<file path="config.mk">
export PLATFORM = sky130hd
export DESIGN_NAME = arith_est_renorm
export DESIGN_NICKNAME = d
export VERILOG_FILES = /design/src/logic/ctx_store.v /design/src/logic/arith_est_renorm.v
export VERILOG_INCLUDE_DIRS = /design/src /design/src/logic
export SDC_FILE = /design/constraint.sdc
export NUM_CORES = 1
export LEC_CHECK = 0
export ABC_AREA = 1
export ABC_CLOCK_PERIOD_IN_PS = 7400
export BUFFER_PORTS_ARGS = -buffer_cell sky130_fd_sc_hd__buf_2
export CAP_MARGIN = 20
export CORE_ASPECT_RATIO = 1.5
export CORE_UTILIZATION = 35
export DETAILED_ROUTE_END_ITERATION = 6
export PLACE_DENSITY = 0.49
export SLEW_MARGIN = 20
export SYNTH_ARGS = -nofsm -noshare
export SYNTH_HDL_FRONTEND = slang
export SYNTH_SLANG_ARGS = --single-unit
</file>
<file path="constraint.sdc">
create_clock -name sys_clk -period 7.4 [get_ports sys_clk]
set_input_delay 0 -clock sys_clk [delete_from_list [all_inputs] [get_ports sys_clk]]
set_output_delay 0 -clock sys_clk [all_outputs]
set_load 0.05 [all_outputs]
</file>
<file path="src/logic/arith_est_map.vh">
// constants for the arithmetic encoder estimation and renormalization block
// Operation
// [RULE1] fixed 113-state estimator table: probability, two successors, flip flag; state 0 is 5A1D
// [RULE2] a context's state changes only when a renormalization follows its decision
// [RULE3] renormalize after every LPS; after an MPS only if interval below 8000
// [RULE4] LPS renormalization loads the LPS successor of the old state
// [RULE5] MPS renormalization loads the MPS successor; MPS sense stays unchanged
// [RULE6] after an LPS, a set flip flag of the old state inverts the sense
// [RULE7] new state is written back to the selected context location
// [RULE8] renormalization shifts interval and code registers left together, one bit a step
// [RULE9] shift counter reaching zero hands one byte out and reloads 8
// [RULE10] shifting repeats until the interval is no longer below 8000
// [RULE11] initialization gives every context sense zero and state zero
// [RULE12] initialization clears code, sets interval 10000 and shift counter 11
// [RULE13] LPS adds interval minus estimate to code, interval becomes estimate; MPS keeps difference
// [RULE14] one read-modify-write per decision so the next decision sees the update
`ifndef ARITH_EST_MAP_VH
`define ARITH_EST_MAP_VH

`define CTX_W 6
`define CTX_NUM 64
`define IDX_W 7
`define PROB_W 15
`define A_W 17
`define C_W 28
`define SHIFT_CNT_W 4

`define STATE0_PROB 15'h5A1D
`define A_INIT 17'h10000
`define A_HALF 17'h08000
`define C_INIT 28'h0000000
`define SHIFT_CNT_INIT 4'hB
`define SHIFT_CNT_RELOAD 4'h8
`define CTX_INIT_STATE 7'h00
`define CTX_INIT_MPS 1'b0

`define BYTE_MSB 27
`define BYTE_LSB 19

`define REG_CTRL 8'h00
`define REG_STATUS 8'h04
`define REG_INTERVAL 8'h08
`define REG_CODE 8'h0C
`define REG_PEEK 8'h10

`define CTRL_INIT_BIT 0
`define CTRL_EN_BIT 1
`define CTRL_RESET 1'b0
`define STATUS_BUSY_BIT 0
`define STATUS_EN_BIT 1
`define STATUS_SHIFT_LSB 8
`define PEEK_MPS_BIT 8

`endif

</file>
<file path="src/logic/ctx_store.v">
// per-context estimator state and MPS sense storage
`timescale 1ns/1ps
`default_nettype none
`include "arith_est_map.vh"
module ctx_store (
  input wire sys_clk,
  input wire resetn,
  input wire clear,
  input wire we,
  input wire [`CTX_W-1:0] waddr,
  input wire [`IDX_W-1:0] wstate,
  input wire wmps,
  input wire [`CTX_W-1:0] raddr,
  output wire [`IDX_W-1:0] rstate,
  output wire rmps,
  input wire [`CTX_W-1:0] paddr_peek,
  output wire [`IDX_W:0] peek_data
);
  wire [`IDX_W:0] entry [0:`CTX_NUM-1];

  genvar g;
  generate
    for (g = 0; g < `CTX_NUM; g = g + 1) begin : slot
      reg [`IDX_W:0] cell_r;
      always @(posedge sys_clk or negedge resetn) begin
        if (!resetn) begin
          cell_r <= {`CTX_INIT_MPS, `CTX_INIT_STATE}; // [RULE11]
        end else if (clear) begin
          cell_r <= {`CTX_INIT_MPS, `CTX_INIT_STATE}; // [RULE11]
        end else if (we && {{(32-`CTX_W){1'b0}}, waddr} == g) begin
          cell_r <= {wmps, wstate}; // [RULE7]
        end
      end
      assign entry[g] = cell_r;
    end
  endgenerate

  // read is combinational so the updated value is visible on the very next decision
  assign rstate = entry[raddr][`IDX_W-1:0]; // [RULE14]
  assign rmps = entry[raddr][`IDX_W];
  assign peek_data = entry[paddr_peek];
endmodule
`default_nettype wire

</file>
<file path="src/logic/arith_est_renorm.v">
// probability estimation and encoder renormalization with APB control
//
// The implementer's own choices: the address map and register access over APB.
`timescale 1ns/1ps
`default_nettype none
`include "arith_est_map.vh"
module arith_est_renorm (
  input wire sys_clk,
  input wire resetn,
  input wire psel,
  input wire penable,
  input wire pwrite,
  input wire [7:0] paddr,
  input wire [31:0] pwdata,
  output reg [31:0] prdata,
  output wire pready,
  output wire pslverr,
  input wire dec_valid,
  output wire dec_ready,
  input wire [`CTX_W-1:0] dec_ctx,
  input wire dec_bit,
  output reg byte_valid,
  output reg [8:0] byte_data
);
  localparam [1:0] S_IDLE = 2'b01;
  localparam [1:0] S_RENORM = 2'b10;

  // entry layout: {sense_flip_flag, lps_probability_estimate, successor_on_lps, successor_on_mps}
  function [29:0] est_entry;
    input [`IDX_W-1:0] idx;
    reg [29:0] e;
    begin
      e = 30'h00000000;
      case (idx)
        7'h00:e={1'b1,`STATE0_PROB,7'h01,7'h01};
        7'h01:e={1'b0,15'h2586,7'h0E,7'h02};
        7'h02:e={1'b0,15'h1114,7'h10,7'h03};
        7'h03:e={1'b0,15'h080B,7'h12,7'h04};
        7'h04:e={1'b0,15'h03D8,7'h14,7'h05};
        7'h05:e={1'b0,15'h01DA,7'h17,7'h06};
        7'h06:e={1'b0,15'h00E5,7'h19,7'h07};
        7'h07:e={1'b0,15'h006F,7'h1C,7'h08};
        7'h08:e={1'b0,15'h0036,7'h1E,7'h09};
        7'h09:e={1'b0,15'h001A,7'h21,7'h0A};
        7'h0A:e={1'b0,15'h000D,7'h23,7'h0B};
        7'h0B:e={1'b0,15'h0006,7'h09,7'h0C};
        7'h0C:e={1'b0,15'h0003,7'h0A,7'h0D};
        7'h0D:e={1'b0,15'h0001,7'h0C,7'h0D};
        7'h0E:e={1'b1,15'h5A7F,7'h0F,7'h0F};
        7'h0F:e={1'b0,15'h3F25,7'h24,7'h10};
        7'h10:e={1'b0,15'h2CF2,7'h26,7'h11};
        7'h11:e={1'b0,15'h207C,7'h27,7'h12};
        7'h12:e={1'b0,15'h17B9,7'h28,7'h13};
        7'h13:e={1'b0,15'h1182,7'h2A,7'h14};
        7'h14:e={1'b0,15'h0CEF,7'h2B,7'h15};
        7'h15:e={1'b0,15'h09A1,7'h2D,7'h16};
        7'h16:e={1'b0,15'h072F,7'h2E,7'h17};
        7'h17:e={1'b0,15'h055C,7'h30,7'h18};
        7'h18:e={1'b0,15'h0406,7'h31,7'h19};
        7'h19:e={1'b0,15'h0303,7'h33,7'h1A};
        7'h1A:e={1'b0,15'h0240,7'h34,7'h1B};
        7'h1B:e={1'b0,15'h01B1,7'h36,7'h1C};
        7'h1C:e={1'b0,15'h0144,7'h38,7'h1D};
        7'h1D:e={1'b0,15'h00F5,7'h39,7'h1E};
        7'h1E:e={1'b0,15'h00B7,7'h3B,7'h1F};
        7'h1F:e={1'b0,15'h008A,7'h3C,7'h20};
        7'h20:e={1'b0,15'h0068,7'h3E,7'h21};
        7'h21:e={1'b0,15'h004E,7'h3F,7'h22};
        7'h22:e={1'b0,15'h003B,7'h20,7'h23};
        7'h23:e={1'b0,15'h002C,7'h21,7'h09};
        7'h24:e={1'b1,15'h5AE1,7'h25,7'h25};
        7'h25:e={1'b0,15'h484C,7'h40,7'h26};
        7'h26:e={1'b0,15'h3A0D,7'h41,7'h27};
        7'h27:e={1'b0,15'h2EF1,7'h43,7'h28};
        7'h28:e={1'b0,15'h261F,7'h44,7'h29};
        7'h29:e={1'b0,15'h1F33,7'h45,7'h2A};
        7'h2A:e={1'b0,15'h19A8,7'h46,7'h2B};
        7'h2B:e={1'b0,15'h1518,7'h48,7'h2C};
        7'h2C:e={1'b0,15'h1177,7'h49,7'h2D};
        7'h2D:e={1'b0,15'h0E74,7'h4A,7'h2E};
        7'h2E:e={1'b0,15'h0BFB,7'h4B,7'h2F};
        7'h2F:e={1'b0,15'h09F8,7'h4D,7'h30};
        7'h30:e={1'b0,15'h0861,7'h4E,7'h31};
        7'h31:e={1'b0,15'h0706,7'h4F,7'h32};
        7'h32:e={1'b0,15'h05CD,7'h30,7'h33};
        7'h33:e={1'b0,15'h04DE,7'h32,7'h34};
        7'h34:e={1'b0,15'h040F,7'h32,7'h35};
        7'h35:e={1'b0,15'h0363,7'h33,7'h36};
        7'h36:e={1'b0,15'h02D4,7'h34,7'h37};
        7'h37:e={1'b0,15'h025C,7'h35,7'h38};
        7'h38:e={1'b0,15'h01F8,7'h36,7'h39};
        7'h39:e={1'b0,15'h01A4,7'h37,7'h3A};
        7'h3A:e={1'b0,15'h0160,7'h38,7'h3B};
        7'h3B:e={1'b0,15'h0125,7'h39,7'h3C};
        7'h3C:e={1'b0,15'h00F6,7'h3A,7'h3D};
        7'h3D:e={1'b0,15'h00CB,7'h3B,7'h3E};
        7'h3E:e={1'b0,15'h00AB,7'h3D,7'h3F};
        7'h3F:e={1'b0,15'h008F,7'h3D,7'h20};
        7'h40:e={1'b1,15'h5B12,7'h41,7'h41};
        7'h41:e={1'b0,15'h4D04,7'h50,7'h42};
        7'h42:e={1'b0,15'h412C,7'h51,7'h43};
        7'h43:e={1'b0,15'h37D8,7'h52,7'h44};
        7'h44:e={1'b0,15'h2FE8,7'h53,7'h45};
        7'h45:e={1'b0,15'h293C,7'h54,7'h46};
        7'h46:e={1'b0,15'h2379,7'h56,7'h47};
        7'h47:e={1'b0,15'h1EDF,7'h57,7'h48};
        7'h48:e={1'b0,15'h1AA9,7'h57,7'h49};
        7'h49:e={1'b0,15'h174E,7'h48,7'h4A};
        7'h4A:e={1'b0,15'h1424,7'h48,7'h4B};
        7'h4B:e={1'b0,15'h119C,7'h4A,7'h4C};
        7'h4C:e={1'b0,15'h0F6B,7'h4A,7'h4D};
        7'h4D:e={1'b0,15'h0D51,7'h4B,7'h4E};
        7'h4E:e={1'b0,15'h0BB6,7'h4D,7'h4F};
        7'h4F:e={1'b0,15'h0A40,7'h4D,7'h30};
        7'h50:e={1'b1,15'h5832,7'h50,7'h51};
        7'h51:e={1'b0,15'h4D1C,7'h58,7'h52};
        7'h52:e={1'b0,15'h438E,7'h59,7'h53};
        7'h53:e={1'b0,15'h3BDD,7'h5A,7'h54};
        7'h54:e={1'b0,15'h34EE,7'h5B,7'h55};
        7'h55:e={1'b0,15'h2EAE,7'h5C,7'h56};
        7'h56:e={1'b0,15'h299A,7'h5D,7'h57};
        7'h57:e={1'b0,15'h2516,7'h56,7'h47};
        7'h58:e={1'b1,15'h5570,7'h58,7'h59};
        7'h59:e={1'b0,15'h4CA9,7'h5F,7'h5A};
        7'h5A:e={1'b0,15'h44D9,7'h60,7'h5B};
        7'h5B:e={1'b0,15'h3E22,7'h61,7'h5C};
        7'h5C:e={1'b0,15'h3824,7'h63,7'h5D};
        7'h5D:e={1'b0,15'h32B4,7'h63,7'h5E};
        7'h5E:e={1'b0,15'h2E17,7'h5D,7'h56};
        7'h5F:e={1'b1,15'h56A8,7'h5F,7'h60};
        7'h60:e={1'b0,15'h4F46,7'h65,7'h61};
        7'h61:e={1'b0,15'h47E5,7'h66,7'h62};
        7'h62:e={1'b0,15'h41CF,7'h67,7'h63};
        7'h63:e={1'b0,15'h3C3D,7'h68,7'h64};
        7'h64:e={1'b0,15'h375E,7'h63,7'h5D};
        7'h65:e={1'b0,15'h5231,7'h69,7'h66};
        7'h66:e={1'b0,15'h4C0F,7'h6A,7'h67};
        7'h67:e={1'b0,15'h4639,7'h6B,7'h68};
        7'h68:e={1'b0,15'h415E,7'h67,7'h63};
        7'h69:e={1'b1,15'h5627,7'h69,7'h6A};
        7'h6A:e={1'b0,15'h50E7,7'h6C,7'h6B};
        7'h6B:e={1'b0,15'h4B85,7'h6D,7'h67};
        7'h6C:e={1'b0,15'h5597,7'h6E,7'h6D};
        7'h6D:e={1'b0,15'h504F,7'h6F,7'h6B};
        7'h6E:e={1'b1,15'h5A10,7'h6E,7'h6F};
        7'h6F:e={1'b0,15'h5522,7'h70,7'h6D};
        7'h70:e={1'b1,15'h59EB,7'h70,7'h6F};
        // states above 112 never get stored; park them on the last state
        default:e={1'b1,15'h59EB,7'h70,7'h6F};
      endcase
      est_entry = e; // [RULE1]
    end
  endfunction

  reg [1:0] state_r;
  reg [`A_W-1:0] interval_r;
  reg [`C_W-1:0] code_r;
  reg [`SHIFT_CNT_W-1:0] shift_counter_r;
  reg enable_r;
  reg init_pend_r;
  reg [`CTX_W-1:0] peek_sel_r;

  wire [`IDX_W-1:0] ctx_state;
  wire context_mps_sense;
  wire [`IDX_W:0] peek_data;

  wire apb_acc = psel & penable;
  wire apb_wr = apb_acc & pwrite;
  wire init_now = init_pend_r;

  // address match shared by the write strobes below
  function reg_hit;
    input [7:0] a;
    input [7:0] reg_addr;
    begin
      reg_hit = (a == reg_addr);
    end
  endfunction

  wire wr_ctrl = apb_wr & reg_hit(paddr, `REG_CTRL);
  wire wr_peek = apb_wr & reg_hit(paddr, `REG_PEEK);

  // decisions are held off while a renormalization runs or an init is pending
  assign dec_ready = state_r[0] & enable_r & ~init_pend_r;
  wire accept = dec_valid & dec_ready;

  wire [29:0] cur_entry = est_entry(ctx_state);
  wire sense_flip_flag = cur_entry[29];
  wire [`PROB_W-1:0] lps_probability_estimate = cur_entry[28:14];
  wire [`IDX_W-1:0] successor_on_lps = cur_entry[13:7];
  wire [`IDX_W-1:0] successor_on_mps = cur_entry[6:0];

  wire is_lps = dec_bit ^ context_mps_sense;
  wire [`A_W-1:0] a_diff = interval_r - {2'b00, lps_probability_estimate};
  wire [`C_W-1:0] c_add = code_r + {{(`C_W-`A_W){1'b0}}, a_diff};

  // state moves only when the coded decision forces a renormalization
  wire need_renorm = is_lps | (a_diff < `A_HALF); // [RULE3]
  wire ctx_we = accept & need_renorm; // [RULE2]
  wire [`IDX_W-1:0] new_state = is_lps ? successor_on_lps : successor_on_mps; // [RULE4] [RULE5]
  wire new_mps = context_mps_sense ^ (is_lps & sense_flip_flag); // [RULE5] [RULE6]

  ctx_store u_ctx (
    .sys_clk(sys_clk),
    .resetn(resetn),
    .clear(init_now),
    .we(ctx_we),
    .waddr(dec_ctx),
    .wstate(new_state),
    .wmps(new_mps),
    .raddr(dec_ctx),
    .rstate(ctx_state),
    .rmps(context_mps_sense),
    .paddr_peek(peek_sel_r),
    .peek_data(peek_data)
  );

  // one renormalization step
  wire [`A_W-1:0] a_shift = {interval_r[`A_W-2:0], 1'b0}; // [RULE8]
  wire [`C_W-1:0] c_shift = {code_r[`C_W-2:0], 1'b0}; // [RULE8]
  // the reload happens on the shift that empties the counter, so byte pulses stay eight shifts apart
  wire [`SHIFT_CNT_W-1:0] shift_cnt_dec = shift_counter_r - 4'h1;
  wire byte_due = (shift_cnt_dec == 4'h0); // [RULE9]

  always @(posedge sys_clk or negedge resetn) begin
    if (!resetn) begin
      state_r <= S_IDLE;
      interval_r <= `A_INIT;
      code_r <= `C_INIT;
      shift_counter_r <= `SHIFT_CNT_INIT;
      byte_valid <= 1'b0;
      byte_data <= 9'h000;
    end else begin
      byte_valid <= 1'b0;
      if (init_now) begin
        // init aborts any renormalization in flight
        state_r <= S_IDLE;
        interval_r <= `A_INIT; // [RULE12]
        code_r <= `C_INIT; // [RULE12]
        shift_counter_r <= `SHIFT_CNT_INIT; // [RULE12]
      end else begin
        case (state_r)
          S_IDLE: begin
            if (accept) begin
              if (is_lps) begin
                code_r <= c_add; // [RULE13]
                interval_r <= {2'b00, lps_probability_estimate}; // [RULE13]
              end else begin
                interval_r <= a_diff; // [RULE13]
              end
              if (need_renorm) begin
                state_r <= S_RENORM;
              end
            end
          end
          S_RENORM: begin
            interval_r <= a_shift; // [RULE8]
            if (byte_due) begin
              // carry bit goes along so the output stage can resolve carry-over
              byte_valid <= 1'b1; // [RULE9]
              byte_data <= c_shift[`BYTE_MSB:`BYTE_LSB];
              code_r <= {{(`C_W-`BYTE_LSB){1'b0}}, c_shift[`BYTE_LSB-1:0]};
              shift_counter_r <= `SHIFT_CNT_RELOAD; // [RULE9]
            end else begin
              code_r <= c_shift;
              shift_counter_r <= shift_cnt_dec;
            end
            if (a_shift >= `A_HALF) begin
              state_r <= S_IDLE; // [RULE10]
            end
          end
          default: begin
            state_r <= S_IDLE;
          end
        endcase
      end
    end
  end

  // register bus: zero wait states, unmapped addresses answer with an error
  function mapped;
    input [7:0] a;
    begin
      mapped = (a == `REG_CTRL) || (a == `REG_STATUS) || (a == `REG_INTERVAL) ||
               (a == `REG_CODE) || (a == `REG_PEEK);
    end
  endfunction

  assign pready = 1'b1;
  assign pslverr = apb_acc & ~mapped(paddr);

  always @(posedge sys_clk or negedge resetn) begin
    if (!resetn) begin
      enable_r <= `CTRL_RESET;
      init_pend_r <= 1'b1;
      peek_sel_r <= {`CTX_W{1'b0}};
    end else begin
      // init runs one cycle after the write; reset also schedules one
      init_pend_r <= wr_ctrl & pwdata[`CTRL_INIT_BIT]; // [RULE11] [RULE12]
      if (wr_ctrl) begin
        enable_r <= pwdata[`CTRL_EN_BIT];
      end
      if (wr_peek) begin
        peek_sel_r <= pwdata[`CTX_W-1:0];
      end
    end
  end

  reg [31:0] rdata_nxt;

  // read word built every cycle, registered only on a read setup so prdata stands through the access phase
  always @* begin
    rdata_nxt = 32'h00000000;
    case (paddr)
      `REG_CTRL: begin
        rdata_nxt[`CTRL_EN_BIT] = enable_r;
      end
      `REG_STATUS: begin
        rdata_nxt[`STATUS_BUSY_BIT] = state_r[1] | init_pend_r;
        rdata_nxt[`STATUS_EN_BIT] = enable_r;
        rdata_nxt[`STATUS_SHIFT_LSB+`SHIFT_CNT_W-1:`STATUS_SHIFT_LSB] = shift_counter_r;
      end
      `REG_INTERVAL: begin
        rdata_nxt[`A_W-1:0] = interval_r;
      end
      `REG_CODE: begin
        rdata_nxt[`C_W-1:0] = code_r;
      end
      `REG_PEEK: begin
        // sense sits at bit 8, above the 7-bit state; bit 7 reads zero
        rdata_nxt[`PEEK_MPS_BIT] = peek_data[`IDX_W];
        rdata_nxt[`IDX_W-1:0] = peek_data[`IDX_W-1:0];
      end
      default: begin
        rdata_nxt = 32'h00000000;
      end
    endcase
  end

  always @(posedge sys_clk or negedge resetn) begin
    if (!resetn) begin
      prdata <= 32'h00000000;
    end else if (psel && !penable && !pwrite) begin
      prdata <= rdata_nxt;
    end
  end
endmodule
`default_nettype wire

</file>
* After elaboration in Yosys (flattened, before gate mapping)
Memory sizes are Yosys's and may differ from the RTL's.
Cells that the tools add are included.
** Storage, ports and cells
- Bits in read-only memories :: 3840
- RAM bits :: 0
- Word-level logic and storage cells :: 483
- Output and inout port bits :: 45
- Bits in registers :: 609
- Bits in latches :: 0
- Memories kept :: 1
- Input bits :: 53
** Memory list
- (name not given) :: depth 128, bits a word 30, rd ports 1, clocked after Yosys merged registers in 0, wr ports 0, RTL line arith_est_renorm.v:34 : case (idx)
** Cells by class
- Order comparisons :: 4
- Mux-type cells :: 163
- Equality and inequality tests :: 73
- $add $sub $neg :: 3
- Bitwise logic cells :: 19
- Shifts and indexed selects :: 0
- Div/mod/pow operators :: 0
- Reductions and logical operators :: 146
- $mul :: 0
** Operator list (number)
- two-way mux 8 bit :: 132
- equality test 6 bit (second input constant) :: 32
- nonzero test 2 bit :: 65
- two-way mux 28 bit :: 4
- binary-select mux 8 bit (select 6 bit) :: 2
- equality test 6 x 5 -> 1 bit (second input constant) :: 16
- logical AND 1 bit :: 66
- one-hot mux 28 bit (2 select lines) :: 1
- two-way mux 17 bit :: 3
- equality test 6 x 4 -> 1 bit (second input constant) :: 8
- one-hot mux 17 bit (2 select lines) :: 1
- adder 28 x 17 -> 28 bit :: 1
- equality test 6 x 3 -> 1 bit (second input constant) :: 4
- >= comparator 17 x 16 -> 1 bit (second input constant) :: 1
- < comparator 17 x 16 -> 1 bit (second input constant) :: 1
- subtractor 17 x 15 -> 17 bit :: 1
- equality test 8 x 4 -> 1 bit (second input constant) :: 2
- one-hot mux 5 bit (3 select lines) :: 1
- >= comparator 7 bit (second input constant) :: 2
- inverter 6 -> 7 bit :: 2
- equality test 6 x 2 -> 1 bit (second input constant) :: 2
- two-way mux 4 bit :: 3
- inequality test 3 bit (second input constant) :: 4
- one-hot mux 1 bit (4 select lines) :: 3
- 27 further kinds :: 51

* Longest topological paths before layout
An unclocked memory read counts as a cell.
- Depth in word-level cells :: 12
- Mapped depth :: 52
- Depth with buffers taken out :: 48

* By module
From an unflattened synthesis, not the netlist that was laid out.
** Unflattened totals
- Cell total of the unflattened synthesis :: 5973
- Area total of the unflattened synthesis :: 39686.8 sq um
** By module, submodules not included
- ctx_store :: cells an instance 4180, instances 1, sequential area each 12812.3 sq um, area an instance 29132.9 sq um
- arith_est_renorm :: cells an instance 1793, instances 1, sequential area each 2434.8 sq um, area an instance 10553.9 sq um

* Least setup slack after synthesis
Ideal clock, no wire load.
- Kind :: input to register
- From :: in dec_ctx[1]
- To :: reg code_r[24]
- Path slack :: 1.250 ns
- Library setup time :: 0.118 ns
- Buffers on the path :: 3
- Required time :: 7.282 ns
- Cell stages on the path :: 47
- Arrival :: 6.032 ns
- Cells stage by stage :: buf_2 -> inv_2 -> nand2_1 -> inv_2 -> buf_2 -> buf_1 -> nand2_1 -> nand3_1 -> nand2_1 -> nand2_1 -> o21ai_0 -> nand2_1 -> nor2_1 -> ha_1 -> inv_1 -> nand2_1 -> nand3_1 -> o21ai_0 -> (+11 left out) -> o21ai_0 -> a21boi_0 -> o21ai_0 -> a21boi_0 -> or2_2 -> nand2_1 -> inv_1 -> ha_1 -> nand2_1 -> nor4_1 -> nand4_1 -> nand3_1 -> nand2_1 -> nor4_1 -> or2_2 -> nand3_1 -> nand3_1 -> nand2_1
** Between the ends
- Longest elaborated chain between the ends :: 11
- Elaborated cells on any way between the ends :: 14
- Those cells by class :: 2 x add/sub; 1 x eq/ne; 7 x mux; 2 x bitwise; 1 x reduce/logical; 1 x memory
** Ends and longest elaborated chain
- start, declared :: RTL line arith_est_renorm.v:20 : input wire [`CTX_W-1:0] dec_ctx,
- inverter 6 -> 7 bit (not written as such) * :: RTL line ctx_store.v:39, ctx_store.v:40
- binary-select mux 8 bit (select 6 bit) * :: RTL line ctx_store.v:39, ctx_store.v:40
- two-way mux 8 bit (not written as such) * (2 in a row) :: RTL line ctx_store.v:39 : assign rstate = entry[raddr][`IDX_W-1:0];
- memory read (128 x 30 bit)
- subtractor 17 x 15 -> 17 bit :: RTL line arith_est_renorm.v:194 : wire [`A_W-1:0] a_diff = interval_r - {2'b00, lps_probability_estimate};
- adder 28 x 17 -> 28 bit :: RTL line arith_est_renorm.v:195 : wire [`C_W-1:0] c_add = code_r + {{(`C_W-`A_W){1'b0}}, a_diff};
- two-way mux 28 bit :: RTL line arith_est_renorm.v:245 : if (is_lps) begin
- two-way mux 28 bit :: RTL line arith_est_renorm.v:244 : if (accept) begin
- one-hot mux 28 bit (2 select lines) :: RTL line arith_est_renorm.v:242 : case (state_r)
- two-way mux 28 bit :: RTL line arith_est_renorm.v:235 : if (init_now) begin
- end signal, assigned :: RTL line arith_est_renorm.v:229 : code_r <= `C_INIT;
- end signal, assigned :: RTL line arith_est_renorm.v:239 : code_r <= `C_INIT;
- end signal, assigned :: RTL line arith_est_renorm.v:262 : code_r <= {{(`C_W-`BYTE_LSB){1'b0}}, c_shift[`BYTE_LSB-1:0]};
- end, declared :: RTL line arith_est_renorm.v:157 : reg [`C_W-1:0] code_r;
Every way passes the cells marked *; elsewhere a longest branch is shown, timed or not. The select of a mux whose other input is x is not followed.
A chain may end at the register's enable or synchronous reset.

* Worst setup path in the final report
- From :: reg u_ctx.slot[2].cell_r[1]
- To :: reg code_r[26]
** Between the ends
- Longest elaborated chain between the ends :: 10
** Ends and longest elaborated chain
- start, declared :: RTL line ctx_store.v:24 : reg [`IDX_W:0] cell_r;
- start signal, assigned :: RTL line ctx_store.v:27 : cell_r <= {`CTX_INIT_MPS, `CTX_INIT_STATE};
- start signal, assigned :: RTL line ctx_store.v:29 : cell_r <= {`CTX_INIT_MPS, `CTX_INIT_STATE};
- start signal, assigned :: RTL line ctx_store.v:31 : cell_r <= {wmps, wstate};
- binary-select mux 8 bit (select 6 bit) :: RTL line ctx_store.v:39
- two-way mux 8 bit (not written as such) (2 in a row) :: RTL line ctx_store.v:39
- memory read (128 x 30 bit)
- subtractor 17 x 15 -> 17 bit :: RTL line arith_est_renorm.v:194
- adder 28 x 17 -> 28 bit :: RTL line arith_est_renorm.v:195
- two-way mux 28 bit :: RTL line arith_est_renorm.v:245
- two-way mux 28 bit :: RTL line arith_est_renorm.v:244
- one-hot mux 28 bit (2 select lines) :: RTL line arith_est_renorm.v:242
- two-way mux 28 bit :: RTL line arith_est_renorm.v:235
No other way between the ends. The select of a mux whose other input is x is not followed.

==> metrics.csv <==
stage,metric,value,unit
clock_tree,total CTS buffers,70,
setup_path,Critical Path Fanout Max,6,
yosys,Post-Syn Instances,6089,
timing,Final Max Tran Viols,0,
timing,post-route setup TNS,0,ns
global_routing,first-pass GRT wire length,300000,µm
placement,Placer Congestion,1.01,
yosys,Synth cell types,49,
setup_path,Most common cell on crit path,nand2_1,
clock_tree,CTS Buffer Depth,3,
yosys,number of synthesized register bits,609,
clock_tree,H-tree Lvls,3,
yosys,"Primary FF master, synth",dfrtp_1,
worst_hold_path,Hold Crit Class,in -> async,
clock_tree,Sinks on Clock Net,609,
setup_path,Crit path arrival time,7.52,ns
yosys,most common cell in the netlist,nand2_1,
drt,Avg WL per Cell,25.7,µm
drt,Vias/cell,5.76,
setup_path,slowest CP cell,dfrtp_1,
drt,TritonRoute pass-1 iters,6,
global_routing,vias in the first global route,44300,
yosys,largest area contributor in the netlist,dfrtp_1,
global_routing,initial antenna violation count,2,
placement,Placed Area,46200,µm²
setup_path,"Buf+Inv Stages, Crit Path",10,
timing,Hold Slack,-0.00395,ns
finish,area grow syn2layout,21.4,%
yosys,Synthesis Warnings,0,
timing,worst-margin pin slew,1.06,ns
yosys,Synth Area per Inst,6.59,µm²
flow_run,Max Cap Viol,0,
setup_path,Worst path max stage delay,0.40,ns
global_routing,GRT Util Overall,35.0,%
placement,port bufs,66,
power,PnR Total Power,0.0144,W
floorplanning,Row Count,151,
yosys,sequential fraction of the synthesis area,38.0,%
power,maximum vdd ir drop,0.229,mV
global_routing,largest net degree at the start of global routing,127,
power,Pwr Density,296,nW/µm²
setup_path,critical path type,reg -> reg,
timing,Max Clock Freq,0.143,GHz
timing,final hold vios,2,
clock_tree,Root Driver,clkbuf_16,
outcome,status,finished with violations,
drt,Routed Antenna Nets,0,
finish,n_diodes,0,
finish,fin nets,6605,
timing,Final Cycle Share,94.5,%
drt,DR iter-0 viols,5145,
floorplanning,die width,278,µm
finish,Layout fillers,12100,
global_routing,total gr overflow,0,
yosys,main area contributors after synthesis,"dfrtp_1 38%, nand2_1 20%, o21ai_0 8.0%",
timing,min Tclk post-route,7.00,ns
placement,hpwl dp,141000,µm
finish,fin area,48700,µm²
yosys,Post-synth EDFFs,0,
floorplanning,starting density of the core,35.4,%
timing,final setup fails,0,
clock_tree,CTS tree,done,
floorplanning,Core Area,113000,µm²
drt,DRC errors left,0,
floorplanning,die area,116000,µm²
setup_path,Critical Path Sink Type,flip-flop,
clock_tree,clk slew on worst S/H paths,0.06,ns
power,Leak Pwr,25.1,nW
outcome,failing checks,negative hold slack,
setup_path,critical path required time,7.93,ns
yosys,Mapped Area,40100,µm²
floorplanning,I/O Pins,98,
finish,layout cell share with drive strength beyond 1,13.7,%
setup_path,nature of the critical path startpoint,flip-flop,
floorplanning,Die Y,417,µm
drt,vias,46000,
clock_tree,clk_lat worst skew,0.68,ns
drt,WL final,205000,µm
yosys,asr flop ratio synth,100,%
timing,Setup Skew,0.0267,ns
timing,Slew headroom,29.3,%
yosys,top-area cell type share of the netlist area,37.6,%
yosys,"top cells by count, synth","2134 x nand2_1, 640 x o21ai_0, 603 x dfrtp_1, 595 x nor2_1, 548 x nand3_1",
setup_path,CP top delay family,simple AND/OR/NAND/NOR gates,
-- cell type report --
class                   count  area, µm²  area share, %
inverters                 355       1350           2.78
multi-input cells        4735      22100           45.3
clock inverters            18        246          0.506
repair buffers            723       5910           12.1
well taps                1453       1820           3.73
clock buffers             104       2070           4.26
flip-flops and latches    609      15300           31.3
-- flip-flops by register name (all words and copies together), names as in the netlist --
signal             flops
u_ctx.slot.cell_r    512
code_r                28
prdata                28
interval_r            17
byte_data              9
peek_sel_r             6
shift_counter_r        4
state_r                2
byte_valid             1
enable_r               1
init_now               1
-- worst paths after layout --
kind | startpoint | slack (ns) | depth (start not counted) | end
worst max-delay path | u_ctx.slot[2].cell_r[1] | 0.40 | 47 | code_r[26]
worst min-delay path | resetn | -0.004 | 2 | u_ctx.slot[27].cell_r[6]
worst max register to register | u_ctx.slot[2].cell_r[1] | 0.40 | 47 | code_r[26]
worst min register to register | prdata[1] | 0.48 | 2 | prdata[1]
max in group asynchronous | resetn | 5.52 | 4 | prdata[18]
min in group sys_clk | paddr[3] | 0.06 | 8 | prdata[9]
-- per-layer routing --
layer	up-vias	track usage, %	part of all wire (%)
met5	-	0	0
met3	613	4.09	6.7
met1	22100	41.4	37
li1	21000	-	-
met4	0	26.0	8.3
met2	2275	58.6	48
-- where the power goes --
group          total (W)  switching (W)  internal, W
clock network    0.00368        0.00156      0.00212
registers        0.00406       0.000328      0.00374
logic            0.00670        0.00409      0.00261
total             0.0144        0.00598      0.00846
-- stage by stage --
stage | instances | worst slack, ns | util, %
CTS | 7996 | 0.0279 | 42.9
global route | 7997 | -0.00938 | 43.0
detailed placement | 7858 | -0.330 | 40.7
floorplan | 6092 | 1.25 | -
global placement | 7857 | -0.377 | 40.7
finish | 7997 | 0.405 | 43.0
-- repair_timing --
item / CTS / global route
setup endpoints to repair: 11 / 18
pin swaps: 0 / 1
buffers inserted: 0 / 1
gates resized for setup: 3 / 23
hold buffers: 16 / 0
endpoints found under the hold margin: 118 / 0
-- logic make-up (layout without fill, tap and decap cells) --
group / count (synthesis) / in the layout / share of synthesized area, %
other cells: 2 / 5 / 0.0187
xor+xnor: 19 / 19 / 0.415
simple gates: 3555 / 3555 / 36.7
fa+ha+maj: 58 / 58 / 1.85
buf+inv: 748 / 1200 / 7.56
flops: 609 / 609 / 38.0
compound gates: 1098 / 1098 / 15.5
-- worst reg2reg max path, delay by kind of cell (launching register included) --
kind,cells,cell delay (ns)
AO/OA/AOI/OAI,10,1.32
adder cells (fa/ha/maj),3,0.92
flip-flops,1,0.40
buffers and inverters,10,1.38
AND/OR/NAND/NOR,23,2.70
XOR/XNOR,1,0.15
-- layout by cell type, fill, tap and decap left out, types with 8 or more instances in the layout --
| cell type | count |
|---|---|
| nand2_1 | 2123 |
| o21ai_0 | 637 |
| dfrtp_1 | 600 |
| buf_4 | 593 |
| nor2_1 | 587 |
| nand3_1 | 542 |
| inv_1 | 277 |
| nand4_1 | 214 |
| a21oi_1 | 164 |
| o221ai_1 | 102 |
| clkbuf_16 | 73 |
| clkinv_1 | 64 |
| buf_2 | 64 |
| o22ai_1 | 58 |
| ha_1 | 55 |
| buf_12 | 47 |
| o21ai_1 | 38 |
| a22oi_1 | 34 |
| nor3_1 | 22 |
| clkbuf_1 | 18 |
| dlygate4sd3_1 | 16 |
| nand2_2 | 15 |
| o31ai_1 | 14 |
| xor2_1 | 13 |
| o211ai_1 | 13 |
| clkbuf_8 | 13 |
| or2_2 | 12 |
| nor2_4 | 11 |
| inv_2 | 9 |
| clkinv_2 | 8 |
| o21a_1 | 8 |
Power figures use the tool's default switching activity.
